### src/core/ofcr_pkg.sv
// Package: register map, field positions and codes of the optical front end control bank
package ofcr_pkg;
  // Register byte offsets
  localparam logic [7:0] LED_RANGE_OFS = 8'h00;
  localparam logic [7:0] LED_CURR_OFS = 8'h04;
  localparam logic [7:0] PD_CFG_OFS = 8'h08;
  localparam logic [7:0] AMP_CFG_OFS = 8'h0c;
  localparam logic [7:0] MAN_SEQ_OFS = 8'h20;
  localparam logic [7:0] ITER_OFS = 8'h50;
  localparam logic [7:0] STATUS_OFS = 8'h54;

  // Writable bit masks, unlisted bits read zero except bits 23..20 at PD_CFG_OFS, which read the headroom flags
  localparam logic [31:0] LED_RANGE_MASK = 32'h0004_0fff;
  localparam logic [31:0] LED_CURR_MASK = 32'hffff_ffff;
  localparam logic [31:0] PD_CFG_MASK = 32'h0200_ff3f;
  localparam logic [31:0] AMP_CFG_MASK = 32'h8000_3fff;
  localparam logic [31:0] MAN_SEQ_MASK = 32'h04fe_3fff;

  // Reset values
  localparam logic [31:0] LED_RANGE_RST = 32'h0000_0055;
  localparam logic [31:0] LED_CURR_RST = 32'h0000_0000;
  localparam logic [31:0] PD_CFG_RST = 32'h0000_0000;
  localparam logic [31:0] AMP_CFG_RST = 32'h0000_3f00;
  localparam logic [31:0] MAN_SEQ_RST = 32'h0000_0000;

  // Field positions
  localparam int SINK_EN_LSB = 8;
  localparam int MAN_MODE_BIT = 26;
  localparam int DIRECT_ITG_BIT = 23;
  localparam int DIRECT_LED_LSB = 19;
  localparam int ROUTING_LSB = 17;
  localparam int DMA_OFF_BIT = 13;
  localparam int SEQ_EN_BIT = 0;
  localparam int DEMOD_TRI_BIT = 25;
  localparam int HEADROOM_LSB = 20;
  localparam int OFFSET_LSB = 8;
  localparam int DIODE_LSB = 2;
  localparam int EXT_IN_LSB = 0;

  // Range codes
  localparam logic [1:0] RANGE_25MA = 2'h0;
  localparam logic [1:0] RANGE_50MA = 2'h1;
  localparam logic [1:0] RANGE_100MA = 2'h2;
  localparam logic [1:0] RANGE_RESERVED = 2'h3;

  // Diode routing codes
  typedef enum logic [1:0] {
    OFCR_ROUTE_ALL = 2'b00,
    OFCR_ROUTE_OWN = 2'b01,
    OFCR_ROUTE_PAIR_AB = 2'b10,
    OFCR_ROUTE_PAIR_AD = 2'b11
  } ofcr_route_e;

  // LED iteration mode codes
  localparam logic [2:0] MODE_OFF = 3'h0;
  localparam logic [2:0] MODE_ON = 3'h1;
  localparam logic [2:0] MODE_TIMED = 3'h2;
  localparam logic [2:0] MODE_EVEN = 3'h3;
  localparam logic [2:0] MODE_ODD = 3'h4;
  localparam logic [2:0] MODE_QUARTER = 3'h5;
endpackage

### src/core/ofcr_led_gate.sv
// One LED channel: LED drive from manual switch or sequencer mode
`timescale 1ns/100ps
`default_nettype none
module ofcr_led_gate (
  // Clock and reset
  input wire logic CLOCK,
  input wire logic RST_N,
  // Control
  input wire logic [1:0] channel,
  input wire logic man_mode,
  input wire logic direct_switch,
  input wire logic [2:0] iteration_mode,
  input wire logic seq_active,
  input wire logic seq_led_window,
  input wire logic [1:0] iteration,
  // Result
  output logic led_on
);
  logic timed_on;

  always_comb
  begin
    unique case (iteration_mode)
      ofcr_pkg::MODE_OFF: timed_on = 1'b0;
      ofcr_pkg::MODE_ON: timed_on = seq_active;
      ofcr_pkg::MODE_TIMED: timed_on = seq_led_window;
      ofcr_pkg::MODE_EVEN: timed_on = seq_led_window & ~iteration[0];
      ofcr_pkg::MODE_ODD: timed_on = seq_led_window & iteration[0];
      ofcr_pkg::MODE_QUARTER: timed_on = seq_led_window & (iteration == channel);
      // Codes 6 and 7 are undefined; keep the LED dark
      default: timed_on = 1'b0;
    endcase
  end

  always_ff @(posedge CLOCK)
  begin
    if (!RST_N)
      led_on <= 1'b0;
    else if (man_mode)
      led_on <= direct_switch;
    else
      led_on <= timed_on;
  end
endmodule // ofcr_led_gate
`default_nettype wire

### src/core/ofcr_regs.sv
// Top: APB register bank steering the optical front end
// What this block does
// - All four range fields share reserved-three encoding
// - Range codes select 25, 50, 100 mA
// - Four current bytes, current=(code+1)*scale/256
// - Bit 26 picks manual over sequencer control
// - Manual bit 23 clear shorts the integrator
// - Manual bits 22..19 drive LED outputs directly
// - Routing field pairs photodiodes with LEDs
// - Diode connect bits mask the routing field result
// - Bit 13 keeps ADC results for software
// - Per-LED mode: off, on, timed, even, odd
// - Mode five: every fourth iteration, staggered start
// - Bit 25 picks tristate over reference hold
// - Headroom flags write-set, hardware-cleared on dropout
// - Offset current is code times 10 nA
// - Bits 5..2 connect photodiodes to amplifier
// - Bits 1,0 connect external inputs to amplifier
// - Integration window from sequencer or manual bit
// - LED configuration bits 11..8 enable sinks
//
// The APB interface to the registers was chosen for this implementation.
`timescale 1ns/100ps
`default_nettype none
module ofcr_regs (
  // Clock and reset
  input wire logic CLOCK,
  input wire logic RST_N,
  // APB slave
  input wire logic PSEL,
  input wire logic PENABLE,
  input wire logic PWRITE,
  input wire logic [7:0] PADDR,
  input wire logic [31:0] PWDATA,
  output logic [31:0] PRDATA,
  output logic PREADY,
  output logic PSLVERR,
  // Sequencer timing from the analog sequencer
  input wire logic SEQ_ACTIVE,
  input wire logic SEQ_LED_WINDOW,
  input wire logic SEQ_ITG_WINDOW,
  input wire logic SEQ_ITERATION_STEP,
  input wire logic SEQ_DEMOD_ACTIVE,
  // Comparators, asynchronous to CLOCK
  input wire logic [3:0] SINK_DROPOUT,
  // LED sinks
  output logic [3:0] SINK_ENABLE,
  output logic [7:0] SINK_RANGE_CODES,
  output logic [31:0] SINK_CURRENT_CODES,
  output logic [3:0] LED_DRIVE,
  // Photo amplifier
  output logic INTEGRATE,
  output logic [3:0] DIODE_CONNECT,
  output logic [1:0] EXT_INPUT_CONNECT,
  output logic [7:0] OFFSET_CODE,
  output logic DEMOD_FORCE_REF,
  output logic DEMOD_TRISTATE,
  output logic [13:0] AMP_TRIM,
  output logic AMP_ENABLE,
  // ADC data path
  output logic ADC_DMA_ENABLE
);
  logic [31:0] led_range_reg;
  logic [31:0] led_curr_reg;
  logic [31:0] pd_cfg_reg;
  logic [31:0] amp_cfg_reg;
  logic [31:0] man_seq_reg;
  logic [3:0] headroom_reg;
  logic [3:0] headroom_next;
  logic [1:0] iteration_reg;
  logic [3:0] dropout_meta_reg;
  logic [3:0] dropout_sync_reg;
  logic step_meta_reg;
  logic step_sync_reg;
  logic step_seen_reg;
  logic [3:0] led_on;
  logic [3:0] diode_route;
  logic [31:0] rdata_next;
  logic setup;
  logic wr_en;
  logic hit;
  logic man_mode;
  logic [1:0] route;

  ////////////////////////////////////////////////////////////////////////
  // APB decode: zero wait states, answer in the access phase

  assign setup = PSEL & ~PENABLE;
  assign wr_en = PSEL & PENABLE & PWRITE & PREADY;
  assign man_mode = man_seq_reg[ofcr_pkg::MAN_MODE_BIT];
  assign route = man_seq_reg[ofcr_pkg::ROUTING_LSB +: 2];

  always_comb
  begin
    hit = 1'b1;
    rdata_next = 32'h0000_0000;
    unique case (PADDR)
      ofcr_pkg::LED_RANGE_OFS: rdata_next = led_range_reg;
      ofcr_pkg::LED_CURR_OFS: rdata_next = led_curr_reg;
      ofcr_pkg::PD_CFG_OFS:
      begin
        rdata_next = pd_cfg_reg;
        rdata_next[ofcr_pkg::HEADROOM_LSB +: 4] = headroom_reg;
      end
      ofcr_pkg::AMP_CFG_OFS: rdata_next = amp_cfg_reg;
      ofcr_pkg::MAN_SEQ_OFS: rdata_next = man_seq_reg;
      ofcr_pkg::ITER_OFS: rdata_next = {30'h0000_0000, iteration_reg};
      ofcr_pkg::STATUS_OFS: rdata_next = {20'h0_0000, DIODE_CONNECT, LED_DRIVE, headroom_reg};
      default: hit = 1'b0;
    endcase
  end

  // Pulse PREADY in the access cycle, so each access takes two edges
  always_ff @(posedge CLOCK)
  begin
    if (!RST_N)
    begin
      PREADY <= 1'b0;
      PSLVERR <= 1'b0;
    end
    else
    begin
      PREADY <= setup;
      PSLVERR <= setup & ~hit;
    end
  end

  // Read data held until the next read setup
  always_ff @(posedge CLOCK)
  begin
    if (!RST_N)
      PRDATA <= 32'h0000_0000;
    else if (setup && !PWRITE)
      PRDATA <= rdata_next;
  end

  ////////////////////////////////////////////////////////////////////////
  // Storage registers, only listed bits kept

  always_ff @(posedge CLOCK)
  begin
    if (!RST_N)
      led_range_reg <= ofcr_pkg::LED_RANGE_RST;
    else if (wr_en && PADDR == ofcr_pkg::LED_RANGE_OFS)
      led_range_reg <= PWDATA & ofcr_pkg::LED_RANGE_MASK;
  end

  always_ff @(posedge CLOCK)
  begin
    if (!RST_N)
      led_curr_reg <= ofcr_pkg::LED_CURR_RST;
    else if (wr_en && PADDR == ofcr_pkg::LED_CURR_OFS)
      led_curr_reg <= PWDATA & ofcr_pkg::LED_CURR_MASK;
  end

  always_ff @(posedge CLOCK)
  begin
    if (!RST_N)
      pd_cfg_reg <= ofcr_pkg::PD_CFG_RST;
    else if (wr_en && PADDR == ofcr_pkg::PD_CFG_OFS)
      pd_cfg_reg <= PWDATA & ofcr_pkg::PD_CFG_MASK;
  end

  always_ff @(posedge CLOCK)
  begin
    if (!RST_N)
      amp_cfg_reg <= ofcr_pkg::AMP_CFG_RST;
    else if (wr_en && PADDR == ofcr_pkg::AMP_CFG_OFS)
      amp_cfg_reg <= PWDATA & ofcr_pkg::AMP_CFG_MASK;
  end

  always_ff @(posedge CLOCK)
  begin
    if (!RST_N)
      man_seq_reg <= ofcr_pkg::MAN_SEQ_RST;
    else if (wr_en && PADDR == ofcr_pkg::MAN_SEQ_OFS)
      man_seq_reg <= PWDATA & ofcr_pkg::MAN_SEQ_MASK;
  end

  ////////////////////////////////////////////////////////////////////////
  // Headroom flags: write one sets, synchronised dropout clears

  always_ff @(posedge CLOCK)
  begin
    if (!RST_N)
    begin
      dropout_meta_reg <= 4'h0;
      dropout_sync_reg <= 4'h0;
    end
    else
    begin
      dropout_meta_reg <= SINK_DROPOUT;
      dropout_sync_reg <= dropout_meta_reg;
    end
  end

  // Software write of one wins over a simultaneous dropout so arming is never lost
  always_comb
  begin
    headroom_next = headroom_reg & ~dropout_sync_reg;
    if (wr_en && PADDR == ofcr_pkg::PD_CFG_OFS)
      headroom_next = headroom_next | PWDATA[ofcr_pkg::HEADROOM_LSB +: 4];
  end

  always_ff @(posedge CLOCK)
  begin
    if (!RST_N)
      headroom_reg <= 4'h0;
    else
      headroom_reg <= headroom_next;
  end

  ////////////////////////////////////////////////////////////////////////
  // Iteration counter, advanced on each sequencer step while active and not in manual mode

  always_ff @(posedge CLOCK)
  begin
    if (!RST_N)
    begin
      step_meta_reg <= 1'b0;
      step_sync_reg <= 1'b0;
      step_seen_reg <= 1'b0;
    end
    else
    begin
      step_meta_reg <= SEQ_ITERATION_STEP;
      step_sync_reg <= step_meta_reg;
      step_seen_reg <= step_sync_reg;
    end
  end

  always_ff @(posedge CLOCK)
  begin
    if (!RST_N)
      iteration_reg <= 2'h0;
    else if (!SEQ_ACTIVE || man_mode)
      iteration_reg <= 2'h0;
    else if (step_sync_reg && !step_seen_reg)
      iteration_reg <= iteration_reg + 2'h1;
  end

  ////////////////////////////////////////////////////////////////////////
  // Per-LED gating

  genvar ch;
  generate
    for (ch = 0; ch < 4; ch++)
    begin : g_led
      ofcr_led_gate u_gate (
        .CLOCK(CLOCK),
        .RST_N(RST_N),
        .channel(2'(ch)),
        .man_mode(man_mode),
        .direct_switch(man_seq_reg[ofcr_pkg::DIRECT_LED_LSB + ch]),
        .iteration_mode(man_seq_reg[1 + 3 * ch +: 3]),
        .seq_active(SEQ_ACTIVE & man_seq_reg[ofcr_pkg::SEQ_EN_BIT]),
        .seq_led_window(SEQ_LED_WINDOW & man_seq_reg[ofcr_pkg::SEQ_EN_BIT]),
        .iteration(iteration_reg),
        .led_on(led_on[ch])
      );
    end
  endgenerate

  ////////////////////////////////////////////////////////////////////////
  // Photodiode routing

  always_comb
  begin
    unique case (ofcr_pkg::ofcr_route_e'(route))
      ofcr_pkg::OFCR_ROUTE_ALL: diode_route = 4'hf;
      ofcr_pkg::OFCR_ROUTE_OWN: diode_route = led_on;
      ofcr_pkg::OFCR_ROUTE_PAIR_AB: diode_route = {{2{led_on[1]}}, {2{led_on[0]}}};
      ofcr_pkg::OFCR_ROUTE_PAIR_AD: diode_route = {{2{led_on[3]}}, {2{led_on[0]}}};
    endcase
  end

  ////////////////////////////////////////////////////////////////////////
  // Outputs, all registered

  always_ff @(posedge CLOCK)
  begin
    if (!RST_N)
    begin
      SINK_ENABLE <= 4'h0;
      SINK_RANGE_CODES <= 8'h00;
      SINK_CURRENT_CODES <= 32'h0000_0000;
      LED_DRIVE <= 4'h0;
    end
    else
    begin
      SINK_ENABLE <= led_range_reg[ofcr_pkg::SINK_EN_LSB +: 4];
      // Range codes pass unchanged; the sink decodes 0/1/2 as 25/50/100 mA
      SINK_RANGE_CODES <= led_range_reg[7:0];
      SINK_CURRENT_CODES <= led_curr_reg;
      LED_DRIVE <= led_on;
    end
  end

  always_ff @(posedge CLOCK)
  begin
    if (!RST_N)
    begin
      INTEGRATE <= 1'b0;
      DIODE_CONNECT <= 4'h0;
      EXT_INPUT_CONNECT <= 2'h0;
      OFFSET_CODE <= 8'h00;
      AMP_TRIM <= 14'h0000;
      AMP_ENABLE <= 1'b0;
    end
    else
    begin
      // Low keeps the capacitors shorted
      INTEGRATE <= man_mode ? man_seq_reg[ofcr_pkg::DIRECT_ITG_BIT] : SEQ_ITG_WINDOW;
      DIODE_CONNECT <= diode_route & pd_cfg_reg[ofcr_pkg::DIODE_LSB +: 4];
      EXT_INPUT_CONNECT <= pd_cfg_reg[ofcr_pkg::EXT_IN_LSB +: 2];
      OFFSET_CODE <= pd_cfg_reg[ofcr_pkg::OFFSET_LSB +: 8];
      AMP_TRIM <= amp_cfg_reg[13:0];
      AMP_ENABLE <= amp_cfg_reg[31];
    end
  end

  // Only one idle state is driven, never both
  always_ff @(posedge CLOCK)
  begin
    if (!RST_N)
    begin
      DEMOD_FORCE_REF <= 1'b0;
      DEMOD_TRISTATE <= 1'b0;
    end
    else
    begin
      DEMOD_FORCE_REF <= ~SEQ_DEMOD_ACTIVE & ~pd_cfg_reg[ofcr_pkg::DEMOD_TRI_BIT];
      DEMOD_TRISTATE <= ~SEQ_DEMOD_ACTIVE & pd_cfg_reg[ofcr_pkg::DEMOD_TRI_BIT];
    end
  end

  // Set bit leaves results in the data register for software
  always_ff @(posedge CLOCK)
  begin
    if (!RST_N)
      ADC_DMA_ENABLE <= 1'b0;
    else
      ADC_DMA_ENABLE <= ~man_seq_reg[ofcr_pkg::DMA_OFF_BIT];
  end
endmodule // ofcr_regs
`default_nettype wire

### config.mk
export PLATFORM = sky130hd
export DESIGN_NAME = ofcr_regs
export DESIGN_NICKNAME = d
export VERILOG_FILES = /design/src/core/ofcr_pkg.sv /design/src/core/ofcr_led_gate.sv /design/src/core/ofcr_regs.sv
export SDC_FILE = /design/constraint.sdc
export NUM_CORES = 1
export LEC_CHECK = 0
export BUFFER_PORTS_ARGS = -buffer_cell sky130_fd_sc_hd__buf_2
export CORE_MARGIN = 2
export CORE_UTILIZATION = 45
export DETAILED_ROUTE_END_ITERATION = 8
export PLACE_DENSITY_LB_ADDON = 0.2
export SETUP_SLACK_MARGIN = 0.1
export SYNTH_ARGS = -nofsm -noshare
export SYNTH_HDL_FRONTEND = slang
export SYNTH_HIERARCHICAL = 1
export SYNTH_SLANG_ARGS = --single-unit
### constraint.sdc
create_clock -name CLOCK -period 4.9 [get_ports CLOCK]
set_input_delay 0.49 -clock CLOCK [delete_from_list [all_inputs] [get_ports CLOCK]]
set_output_delay 0.49 -clock CLOCK [all_outputs]
set_load 0.01 [all_outputs]
* Yosys cells after proc, flatten, opt, wreduce, memory -nomap -nowiden *
Cells that the tools add are included.

word-level totals
  register bits = 233
  latch bits = 0
  RAM bits = 0
  memory bits (read-only) = 0
  bits of input ports = 54
  memories = 0

operators by class
  add/sub/neg operators = 1
  multipliers = 0
  div/mod/pow operators = 0
  order comparisons = 0
  equality and inequality tests = 32
  shifts and indexed selects = 0
  multiplexer cells = 13
  bitwise logic cells = 26
  reductions and logical operators = 16

operator list
  cell                                                                    count
  32-bit one-hot mux with 7 select lines                                  1
  3-bit by 2-bit equality test with 1-bit output (second input constant)  8
  3-bit equality test (second input constant)                             8
  1-bit one-hot mux with 5 select lines                                   4
  8-bit by 4-bit equality test with 1-bit output (second input constant)  2
  8-bit by 7-bit equality test with 1-bit output (second input constant)  2
  4-bit one-hot mux with 4 select lines                                   1
  1-bit AND                                                               15
  3-bit by 1-bit equality test with 1-bit output (second input constant)  4
  4-bit AND                                                               2
  2-bit equality test (second input constant)                             4
  8-bit by 3-bit equality test with 1-bit output (second input constant)  1
  8-bit by 6-bit equality test with 1-bit output (second input constant)  1
  8-bit logical NOT                                                       1
  1-bit logical AND                                                       7
  1-bit NOT                                                               7
  7-bit OR reduction                                                      1
  1-bit two-way mux                                                       6
  2-bit by 1-bit equality test with 1-bit output (second input constant)  2
  2-bit logical NOT                                                       2
  4-bit two-way mux                                                       1
  4-bit NOT                                                               1
  4-bit bitwise OR                                                        1
  1-bit logical NOT                                                       3
  other kinds (3)                                                         3

* Longest topological paths before layout *
Gate-level depths: netlist (run 1).

  word-level depth = 5
  mapped depth = 7
  mapped depth without buffers = 4

* By module *
Netlist (run 1), hierarchy kept.

by module, submodules not included
  module         instances  cells an instance  area each (µm²)
  ofcr_regs      1          878                8498.2
  ofcr_led_gate  4          13                 100.1

* Least setup slack after synthesis (run 1) *
OpenSTA, ideal clock, no wires.

  path type = input to register
  start point = input port PADDR[4]
  end point = register led_range_reg[0]
  library setup time = 129 ps
  arrival = 1816 ps
  data required time = 4771 ps
  path slack = 2955 ps
  stages = 6
  path buffers = 2
  cell sequence = or3_1 > clkbuf_1 > nor4_4 > buf_6 > mux2i_1 > nand2_1

on the way
  longest elaborated chain between the ends = 2

ends and longest elaborated chain
  what                  RTL line          RTL
  start, declared       ofcr_regs.sv:33   input wire logic [7:0] PADDR,
  8-bit logical NOT     ofcr_regs.sv:144  else if (wr_en && PADDR == ofcr_pkg::LED_RANGE_OFS)
  1-bit logical AND     ofcr_regs.sv:144
  end signal, assigned  ofcr_regs.sv:143  led_range_reg <= ofcr_pkg::LED_RANGE_RST;
  end signal, assigned  ofcr_regs.sv:145  led_range_reg <= PWDATA & ofcr_pkg::LED_RANGE_MASK;
  end, declared         ofcr_regs.sv:63   logic [31:0] led_range_reg;

No other way between the ends.
A chain may end at the register's enable or synchronous reset.

* Worst setup path in the final report (run 1) *
  start point = input port PADDR[2]
  end point = register led_curr_reg[9]

on the way
  longest elaborated chain between the ends = 2

ends and longest elaborated chain
  what                                            RTL line          RTL
  8-bit by 3-bit equality test with 1-bit output  ofcr_regs.sv:152  else if (wr_en && PADDR == ofcr_pkg::LED_CURR_OFS)
  1-bit logical AND                               ofcr_regs.sv:152
  end signal, assigned                            ofcr_regs.sv:151  led_curr_reg <= ofcr_pkg::LED_CURR_RST;
  end signal, assigned                            ofcr_regs.sv:153  led_curr_reg <= PWDATA & ofcr_pkg::LED_CURR_MASK;
  end, declared                                   ofcr_regs.sv:64   logic [31:0] led_curr_reg;

No other way between the ends.

==> results.md, run 1 <==
* Cell Area, Synth at 8900 um^2
* Worst path cell trace: buf_2 > nor4b_2 > and3_1 > buf_4 > nand2_1 > a21boi_0
* Leak Pwr at 0.00428 uW
* Commonest cells after routing, fill and taps aside: dfxtp_1 (233), nand2_1 (183), buf_2 (167)
* Vias in the first global route at 6821
* Main synth FF type: dfxtp_1
* Crit path kind: primary input to flop
* Sum of buffers and inverters on the critical path at 2
* DRC at 0
* # resized after CTS at 0
* Switching Power at 839 uW
* Max Cap Violations at 0
* Critical path's largest stage delay at 0.67 ns
* Gr ovfl total at 0
* Register share of total power at roughly 49%
* Pint at ~3100 uW
* Top delay family on crit path: simple AND/OR/NAND/NOR gates
* Met2 Usage GRT at 37.3%
* Post-synthesis cell count at 930
* Critical Path Sink Type: flop
* CP Max Fanout at 33
* Combinational share of power at 3.8%
* CTS Hold Bufs at 0
* Clk Latency, worst-skew pair at approximately 0.52 ns
* Die area at 20900 um^2
* Top Ports at approximately 170
* # diodes at 0
* Row cnt at 51
* Drt total wl at 24900 um
* Largest net degree at the start of global routing at 104
* Core area at 19500 um^2
* Number of synthesized flops with an enable pin at 0
* Total GRT Usage at a little under a quarter
* Fin Setup TNS at 0 ns
* Via/cell ratio at 5.27
* Fin nets at 1135
* R2r startpoint: PREADY
* Placed Instances at between 1000 and 1500
* Initial antenna violation count at 0
* Worst path required time at 5.33 ns
* Crit path arrival time at 3.01 ns
* P&R area growth vs syn at 21.0%
* Syn avg cell area at ~9.6 um^2
* Number of synthesized register bits at roughly 230
* Clock skew at approximately 0.017 ns
* Measured slew at the worst slew-check pin at 0.982 ns
* Chip width at 145 um
* Status: completed
* Final non-filler cell total at 1364
* Initial DRC count at 503
* Met3 usage at under 10%
* Final core occ at 55.3%
* Worst-path clk slew at approximately 0.060 ns
* Fillers at 1750
* Setup WS post-layout at 2.32 ns
* Post-DR wirelength/cell at approximately 18 um
* Clock sink total at 233
* Buffers on Ports at 168
* Largest cells by area after synthesis: dfxtp_1 (52%), nand2_1 (7.7%), and2_1 (6.3%)
* Commonest non-fill, non-tap cell in the layout: dfxtp_1
* CTS tree: yes
* Busiest grt layer: met2
* Post-DP HPWL at 17400 um
* Period utilization at between 50% and 60%
* CTS buffer count at 25
* Layout cells sized above 1 at 21.8%
* Die Y at approximately 140 um
* Synth area leader: dfxtp_1
* GPL Wtd Cong at 0.948
* CP startpoint kind: primary input
* Maximum clock path buffer count at 3
* Final Hold Viols at 0
* Setup crit start: PADDR[2]
* Via Count at ~7000
* PD cells at 365 nW/um^2
* Hold/Removal Path Class: primary input to flop
* Sw frac at 21.3%
* Top-area cell type share of the netlist area at 52.4%
* Clock power share at 47.7%
* DR pass1 iterations at 5
* Root Driver: clkbuf_16
* Pre-CTS WS at 1.86 ns
* Sequential area share after synthesis at 52.4%
* Setup-failing EPs final at 0
* Rel. slew slack at 34.5%
* Pins over their slew limit at 0
* Synth cell types at 59
* FFs w/ async S/R, synth at 0%
* GR Util met1 at 32.4%
* Critical path's slowest cell: nor4b_2
* Min Tclk post-route at 2.58 ns
* Antenna Nets Post-Route at 0
* Synth Warn # at 6
* Unrepaired setup endpoints after global routing: false
* Fmax at 388 MHz
* CTS H-tree lvls at 1
* Peak supply drop at 0.000243 V
* Postcts setup bufs at 0
* Initial core utilization at between 40% and 50%
* Hold Path Origin: SEQ_DEMOD_ACTIVE
* First-pass GRT wire length at roughly 38000 um
through the flow:
step                      hold WS, ns  cell area, um^2  total power, uW
after floorplan                 0.412             8920             2030
after global placement          0.413             9940             2100
after detailed placement        0.421             9940             2100
after CTS                       0.118            10800             3970
after global routing            0.125            10800             4060
final                           0.134            10800             3940
per-layer routing:
layer	vias up	wire length [um]
li1	3499	-
met4	0	666
met5	-	0
met3	46	1470
met1	3405	11300
met2	244	11500
worst paths after layout:
path | cells after the start | to | slack (ns)
setup / recovery | 6 | led_curr_reg[9] | 2.32
hold / removal | 2 | DEMOD_FORCE_REF | 0.13
setup reg to reg | 5 | led_curr_reg[9] | 2.89
hold reg to reg | 1 | step_sync_reg | 0.43
logic make-up (layout without fill, tap and decap cells):
kind of cell           count (synthesis)  in the layout  synth area share, %
multiplexers                          36             36                 4.44
AND/OR/NAND/NOR                      390            390                 22.5
other                                  2              8               0.0844
buffers and inverters                 73            236                 3.36
XOR/XNOR                               6              6                0.591
flip-flops                           233            233                 52.4
AO/OA/AOI/OAI                        190            190                 16.6
layout make-up:
class / instances / area, um^2 / share of cell area (%)
sequential: 233 / 4660 / 43.3
multi-input combinational: 630 / 3970 / 36.9
timing repair buffer: 180 / 933 / 8.67
inverter: 11 / 41.3 / 0.383
clock inverter: 7 / 92.6 / 0.860
tap: 265 / 332 / 3.08
clock buffer: 38 / 734 / 6.82
power groups by stage:
stage / combinational, uW / sequential (uW) / clock (uW)
floorplan: 74.7 / 1950 / 0
global placement: 149 / 1950 / 0
detailed placement: 148 / 1950 / 0
CTS: 149 / 1910 / 1910
global route: 161 / 1910 / 1990
finish: 150 / 1910 / 1880
cell usage after synthesis, types with 8 or more instances:
library cell and count:
a22oi_1 16, a21oi_1 16, mux2i_1 26, mux2_2 8
nor2_1 11, nand4_1 13, nand2_1 183, dfxtp_1 233
and2_1 90, o21ai_0 8, a22o_1 23, inv_1 11
nand3_1 25, clkbuf_1 44, a21boi_0 74, buf_2 14
nor2b_1 24
Power figures use the tool's default switching activity.
==> run 2: changes to the inputs <==
clock period = 2.6 ns   (was 4.9 ns; I/O delays follow)
==> run 2 against run 1 <==
Compared with the run above:
- clock skew is 0.0077 ns lower
- sequential share of layout area shrank 0.67 points
- setup slack worse by 1.5 ns
- global-route usage up 0.49 points
- sequential power increased by 88%
- critical path type is now flop to flop
- largest power group unchanged
==> results.md, run 2 (synthesis gave the netlist of run 1 again) <==
* Status: completed
* Period utilization at 68.2%
* Worst path required time at 3.03 ns
* Initial antenna violation count at 2
* Final Hold Viols at 0
* Via Count at between 7000 and 8000
* Fin nets at approximately 1200
* Row cnt at 51
* Setup-failing EPs final at 0
* Clock skew at approximately 0.0097 ns
* Footprint of the multi-input gates at a little under 4000 um^2
* Worst R2R Setup Slack at around 0.83 ns
* Crit path kind: flop to flop
* DR pass1 iterations at 5
* CP Max Fanout at 19
* Final non-filler cell total at between 1000 and 1500
* Die area at 20900 um^2
* Die Y at approximately 140 um
* Postcts setup bufs at 0
* Via/cell ratio at 5.28
* CTS H-tree lvls at 1
* R2r startpoint: PREADY
* Buffers on Ports at 168
* Fin Setup TNS at 0 ns
* CTS buffer count at 24
* Worst path cell trace: and4_1 > and3_1 > buf_12 > nand2_1 > a21boi_0
* CTS tree: yes
* Commonest cells after routing, fill and taps aside: dfxtp_1 (233), nand2_1 (183), buf_2 (167)
* Root Driver: clkbuf_16
* Worst Reg2Reg Path Length in Cells at 5
* Clock sink total at 233
* Rel. slew slack at 58.7%
* Total GRT Usage at roughly a quarter
* Critical path's slowest cell: and3_1
* Unrepaired setup endpoints after global routing: false
* Pins over their slew limit at 0
* First-pass GRT wire length at a little under 40000 um
* Initial DRC count at 621
* Min Tclk post-route at ~1.8 ns
* Max Cap Violations at 0
* Largest net degree at the start of global routing at just under 90
* DRC at 0
* Chip width at 145 um
* Drt total wl at between 20000 and 30000 um
* Crit path arrival time at 2.20 ns
* Worst-path clk slew at approximately 0.060 ns
* Layout cells sized above 1 at 22.1%
* Gr ovfl total at 0
* Leak Pwr at 0.00437 uW
* GPL Wtd Cong at roughly 0.94
* Commonest non-fill, non-tap cell in the layout: dfxtp_1
* Fmax at 564 MHz
* P&R area growth vs syn at 22.9%
* Core area at 19500 um^2
* Fillers at ~1800
* Clk Latency, worst-skew pair at 0.52 ns
* Antenna Nets Post-Route at 0
* Placed Instances at 1331
* Hold endpoint: led_curr_reg[14]
* Post-DP HPWL at 17900 um
* Critical path's largest stage delay at 0.53 ns
* Hold path depth at 3
* Seq. cell area at 4660 um^2
* RR Endpoint: led_curr_reg[9]
* Maximum clock path buffer count at 3
* Placed Area at around 10000 um^2
* Initial core utilization at between 40% and 50%
* Hold/Removal Path Class: primary input to flop
* Vias in the first global route at 6851
* Peak supply drop at 0.000463 V
* CP startpoint kind: flop
* Top Ports at 169
* Post-DR wirelength/cell at ~18 um
* Critical Path Sink Type: flop
* Measured slew at the worst slew-check pin at 0.620 ns
* Cell area after layout at about 11000 um^2
* PD cells at 654 nW/um^2
* Final core occ at 56.2%
* Hold Path Origin: PWDATA[14]
## run 2: cell types whose count changed in the layout (fill, tap and decap cells not counted)
cell / change
dlygate4sd3_1: +12
buf_4: +9
buf_12: +3
bufinv_16: -2
diode_2: +2
inv_6: -2
clkbuf_1: +1
clkbuf_8: -1
clkinv_2: +1
## run 2: how the worst max path moves through the flow
stage	slack [ns]	from	end
finish	0.83	PREADY	led_curr_reg[9]
global route	0.65	PREADY	led_curr_reg[7]
CTS	0.80	PREADY	led_curr_reg[29]
detailed placement	0.40	PADDR[5]	amp_cfg_reg[6]
global placement	0.47	PADDR[5]	amp_cfg_reg[0]
floorplan	0.88	PADDR[4]	led_range_reg[0]
## run 2: power breakdown
part / leakage [uW] / switching (uW) / internal [uW] / total, uW
registers: 0.00188 / 6.21 / 3590 / 3600
clock network: 0.000369 / 1360 / 1900 / 3250
logic: 0.00211 / 188 / 121 / 309
total: 0.00437 / 1550 / 5610 / 7160
## run 2: through the flow
stage	total power [uW]	hold WS, ns	worst slack, ns
after global placement	3970	0.414	0.468
after CTS	7210	0.000520	0.803
after detailed placement	3970	0.419	0.398
after global routing	7390	0.00377	0.651
final	7160	0.00790	0.827
after floorplan	3820	0.336	0.885
## run 2: repair_timing
action,CTS,global route
hold buffers,11,1
endpoints found under the hold margin,12,2
resized for setup,0,0
## run 2: layer usage
layer	GRT usage (%)	wire length [um]	vias to the layer above	part of all wire (%)
li1	-	-	3539	-
met1	33.3	11400	3488	45
met2	37.3	11600	250	46
met3	4.50	1640	50	6.5
met4	7.61	629	0	2.5
met5	0	0	-	0
## run 2: final cells by class
| type | count | area share, % |
|---|---|---|
| timing repair buffer | 204 | 10.8 |
| multi-input combinational | 630 | 36.3 |
| inverter | 11 | 0.377 |
| sequential | 233 | 42.6 |
| clock inverter | 4 | 0.183 |
| antenna | 2 | 0.0457 |
| tap | 265 | 3.03 |
| clock buffer | 38 | 6.62 |
## run 2: worst max-delay path, delay by kind of cell, from the launching register on
| family | cells | cell delay [ns] |
|---|---|---|
| AND/OR/NAND/NOR | 3 | 0.95 |
| flip-flops | 1 | 0.35 |
| buffers and inverters | 1 | 0.23 |
| AO/OA/AOI/OAI | 1 | 0.16 |
==> run 3: changes to the inputs <==
ABC_AREA = 1   (was default)
clock period = 1.6 ns   (was 2.6 ns; I/O delays follow)
==> run 3 against run 2 <==
Compared with the run above:
- cell count is 23% higher
- sequential share of layout area decreased by 1.7 points
- clock-buffer cell count down 1
- clock skew rose by 0.0019 ns
==> results.md, run 3 <==
* # diodes at 0
* Post-Synth Simple-Gate Area at 25.6%
* Initial antenna violation count at 0
* Clock sink total at 233
* Largest family of logic cells by synthesized area: simple AND/OR/NAND/NOR gates
* Post-synthesis mux area share at 0%
* Setup-failing EPs final at 0
* Total GRT Usage at 24.0%
* Measured slew at the worst slew-check pin at between 0.5 and 0.6 ns
* Fin Setup TNS at 0 ns
* Synth Warn # at 6
* Final Hold Viols at 0
* Initial DRC count at 665
* DRC at 0
* Vias in the first global route at 7654
* Synth Area in Compound Gates at between 10 and 15%
* Worst path required time at 1.97 ns
* FFs w/ async S/R, synth at 0%
* CP startpoint kind: flop
* Synth area leader: dfxtp_1
* PD cells at 1020 nW/um^2
* Core area at 19600 um^2
* Post-synthesis cell count at about 1200
* Worst path cell trace: nand4_4 > nor2_4 > inv_2 > o21ai_0 > a21oi_1
* Peak supply drop at 0.000607 V
* Leak Pwr at 0.00578 uW
* Postcts setup bufs at 0
* Top delay family on crit path: simple AND/OR/NAND/NOR gates
* Worst-path clk slew at 0.06 ns
* Die Y at 146 um
* Fin nets at about 1500
* Sum of buffers and inverters on the critical path at 1
* Antenna Nets Post-Route at 0
* Status: completed
* GPL Wtd Cong at 0.925
* Fmax at 692 MHz
* CTS tree: yes
* Post-DP HPWL at 18200 um
* Critical path's largest stage delay at around 0.37 ns
* Number of synthesized register bits at 233
* Pins over their slew limit at 0
* Crit path kind: flop to flop
* Drt total wl at 25800 um
* Post-DR wirelength/cell at 15.1 um
* Hold/Removal Path Class: primary input to flop
* Worst R2R Setup Slack at 0.15 ns
* Via Count at ~8300
* Top Ports at between 150 and 200
* Most common cell in the netlist: nand2_1
* Top-area cell type share of the netlist area at 51.7%
* Leading cell types by count after synthesis: nand2_1 (250), dfxtp_1 (233), nor2_1 (178)
* First-pass GRT wire length at 41000 um
* Critical path's slowest cell: dfxtp_1
* Rel. slew slack at around 64%
* Main synth FF type: dfxtp_1
* Root Driver: clkbuf_16
* Placed Instances at roughly 1600
* Via/cell ratio at between 4 and 5
* Max Cap Violations at 0
* Number of synthesized flops with an enable pin at 0
* Crit path arrival time at 1.82 ns
* Layout cells sized above 1 at 19.5%
* Period utilization at between 90 and 100%
* Largest net degree at the start of global routing at 76
* Gr ovfl total at 0
* Post-Synth Adder-Cell Area at 0%
* Synth cell types at 33
* Commonest non-fill, non-tap cell in the layout: nand2_1
* Final non-filler cell total at 1711
* Buffers on Ports at ~170
* Sequential area share after synthesis at 51.7%
* CP Max Fanout at 22
* Maximum clock path buffer count at 3
* CTS H-tree lvls at 1
* Commonest cells after routing, fill and taps aside: nand2_1 (250), dfxtp_1 (233), nor2_1 (177)
* Min Tclk post-route at 1.45 ns
* Unrepaired setup endpoints after global routing: true
* Initial core utilization at 46.0%
* Row cnt at 51
* Syn avg cell area at ~7.4 um^2
* Fillers at 1851
* Clk Latency, worst-skew pair at 0.51 ns
* Critical Path Sink Type: flop
* Die area at 21200 um^2
* Chip width at 146 um
* Cell Area, Synth at 9010 um^2
* P&R area growth vs syn at 26.5%
* Post-Synth XOR/XNOR Area at 0%
* CTS buffer count at 24
* DR pass1 iterations at 5
* Largest cells by area after synthesis: dfxtp_1 (52%), nand2_1 (10%), nor2_1 (7.4%)
* Clock skew at 0.0116 ns
[run 3: timing repair]
item / in CTS / in global routing
hold buffers: 35 / 0
endpoints found under the setup margin: 3 / 10
endpoints found under the hold margin: 67 / 0
pin swaps: 0 / 1
gates resized for setup: 1 / 4
[run 3: logic make-up (layout without fill, tap and decap cells)]
group | after synthesis | in the layout
AND/OR/NAND/NOR | 541 | 541
flip-flops | 233 | 233
buffers and inverters | 232 | 458
AO/OA/AOI/OAI | 202 | 202
other | 2 | 12
[run 3: per-layer routing]
metal	global-route usage [%]	wire [um]
met5	0	0
met4	8.28	843
met3	3.35	1790
met2	39.5	11800
met1	32.4	11300
[run 3: final timing paths]
path                    endpoint  depth (start not counted)                start
max               pd_cfg_reg[25]                          5               PREADY
min               amp_cfg_reg[4]                          3            PWDATA[4]
max reg2reg       pd_cfg_reg[25]                          5               PREADY
min reg2reg  dropout_sync_reg[1]                          2  dropout_meta_reg[1]
[run 3: final cells by class]
type / instances / area [um^2] / share of cell area, %
clock inverters: 6 / 36.3 / 0.318
repair buffers: 240 / 1550 / 13.6
flip-flops and latches: 233 / 4660 / 40.9
clock buffers: 37 / 711 / 6.23
well taps: 265 / 332 / 2.91
multi-input cells: 755 / 3440 / 30.1
inverters: 175 / 672 / 5.89
[run 3: worst register-to-register path: cells and delay by family (launching register included)]
family                 cells  cell delay [ns]
AND/OR/NAND/NOR            2             0.44
flip-flops                 1             0.37
AO/OA/AOI/OAI              2             0.32
buffers and inverters      1             0.18
[run 3: per-stage QoR]
step | worst slack (ns) | cell area [um^2] | util (%) | hold slack (ns) | total power, uW
detailed placement | 0.00999 | 10300 | 52.6 | 0.344 | 6410
floorplan | 0.217 | 9050 | - | 0.237 | 6180
global placement | 0.00556 | 10300 | 52.6 | 0.343 | 6410
global route | 0.0749 | 11400 | 58.2 | 0.0167 | 12000
finish | 0.155 | 11400 | 58.2 | 0.0266 | 11700
CTS | 0.159 | 11400 | 58.2 | 0.00882 | 11700
[run 3: power breakdown]
part	switching [uW]	leakage (uW)	internal, uW
logic	315	0.00352	195
registers	11.3	0.00188	5830
clock network	2240	0.000372	3060
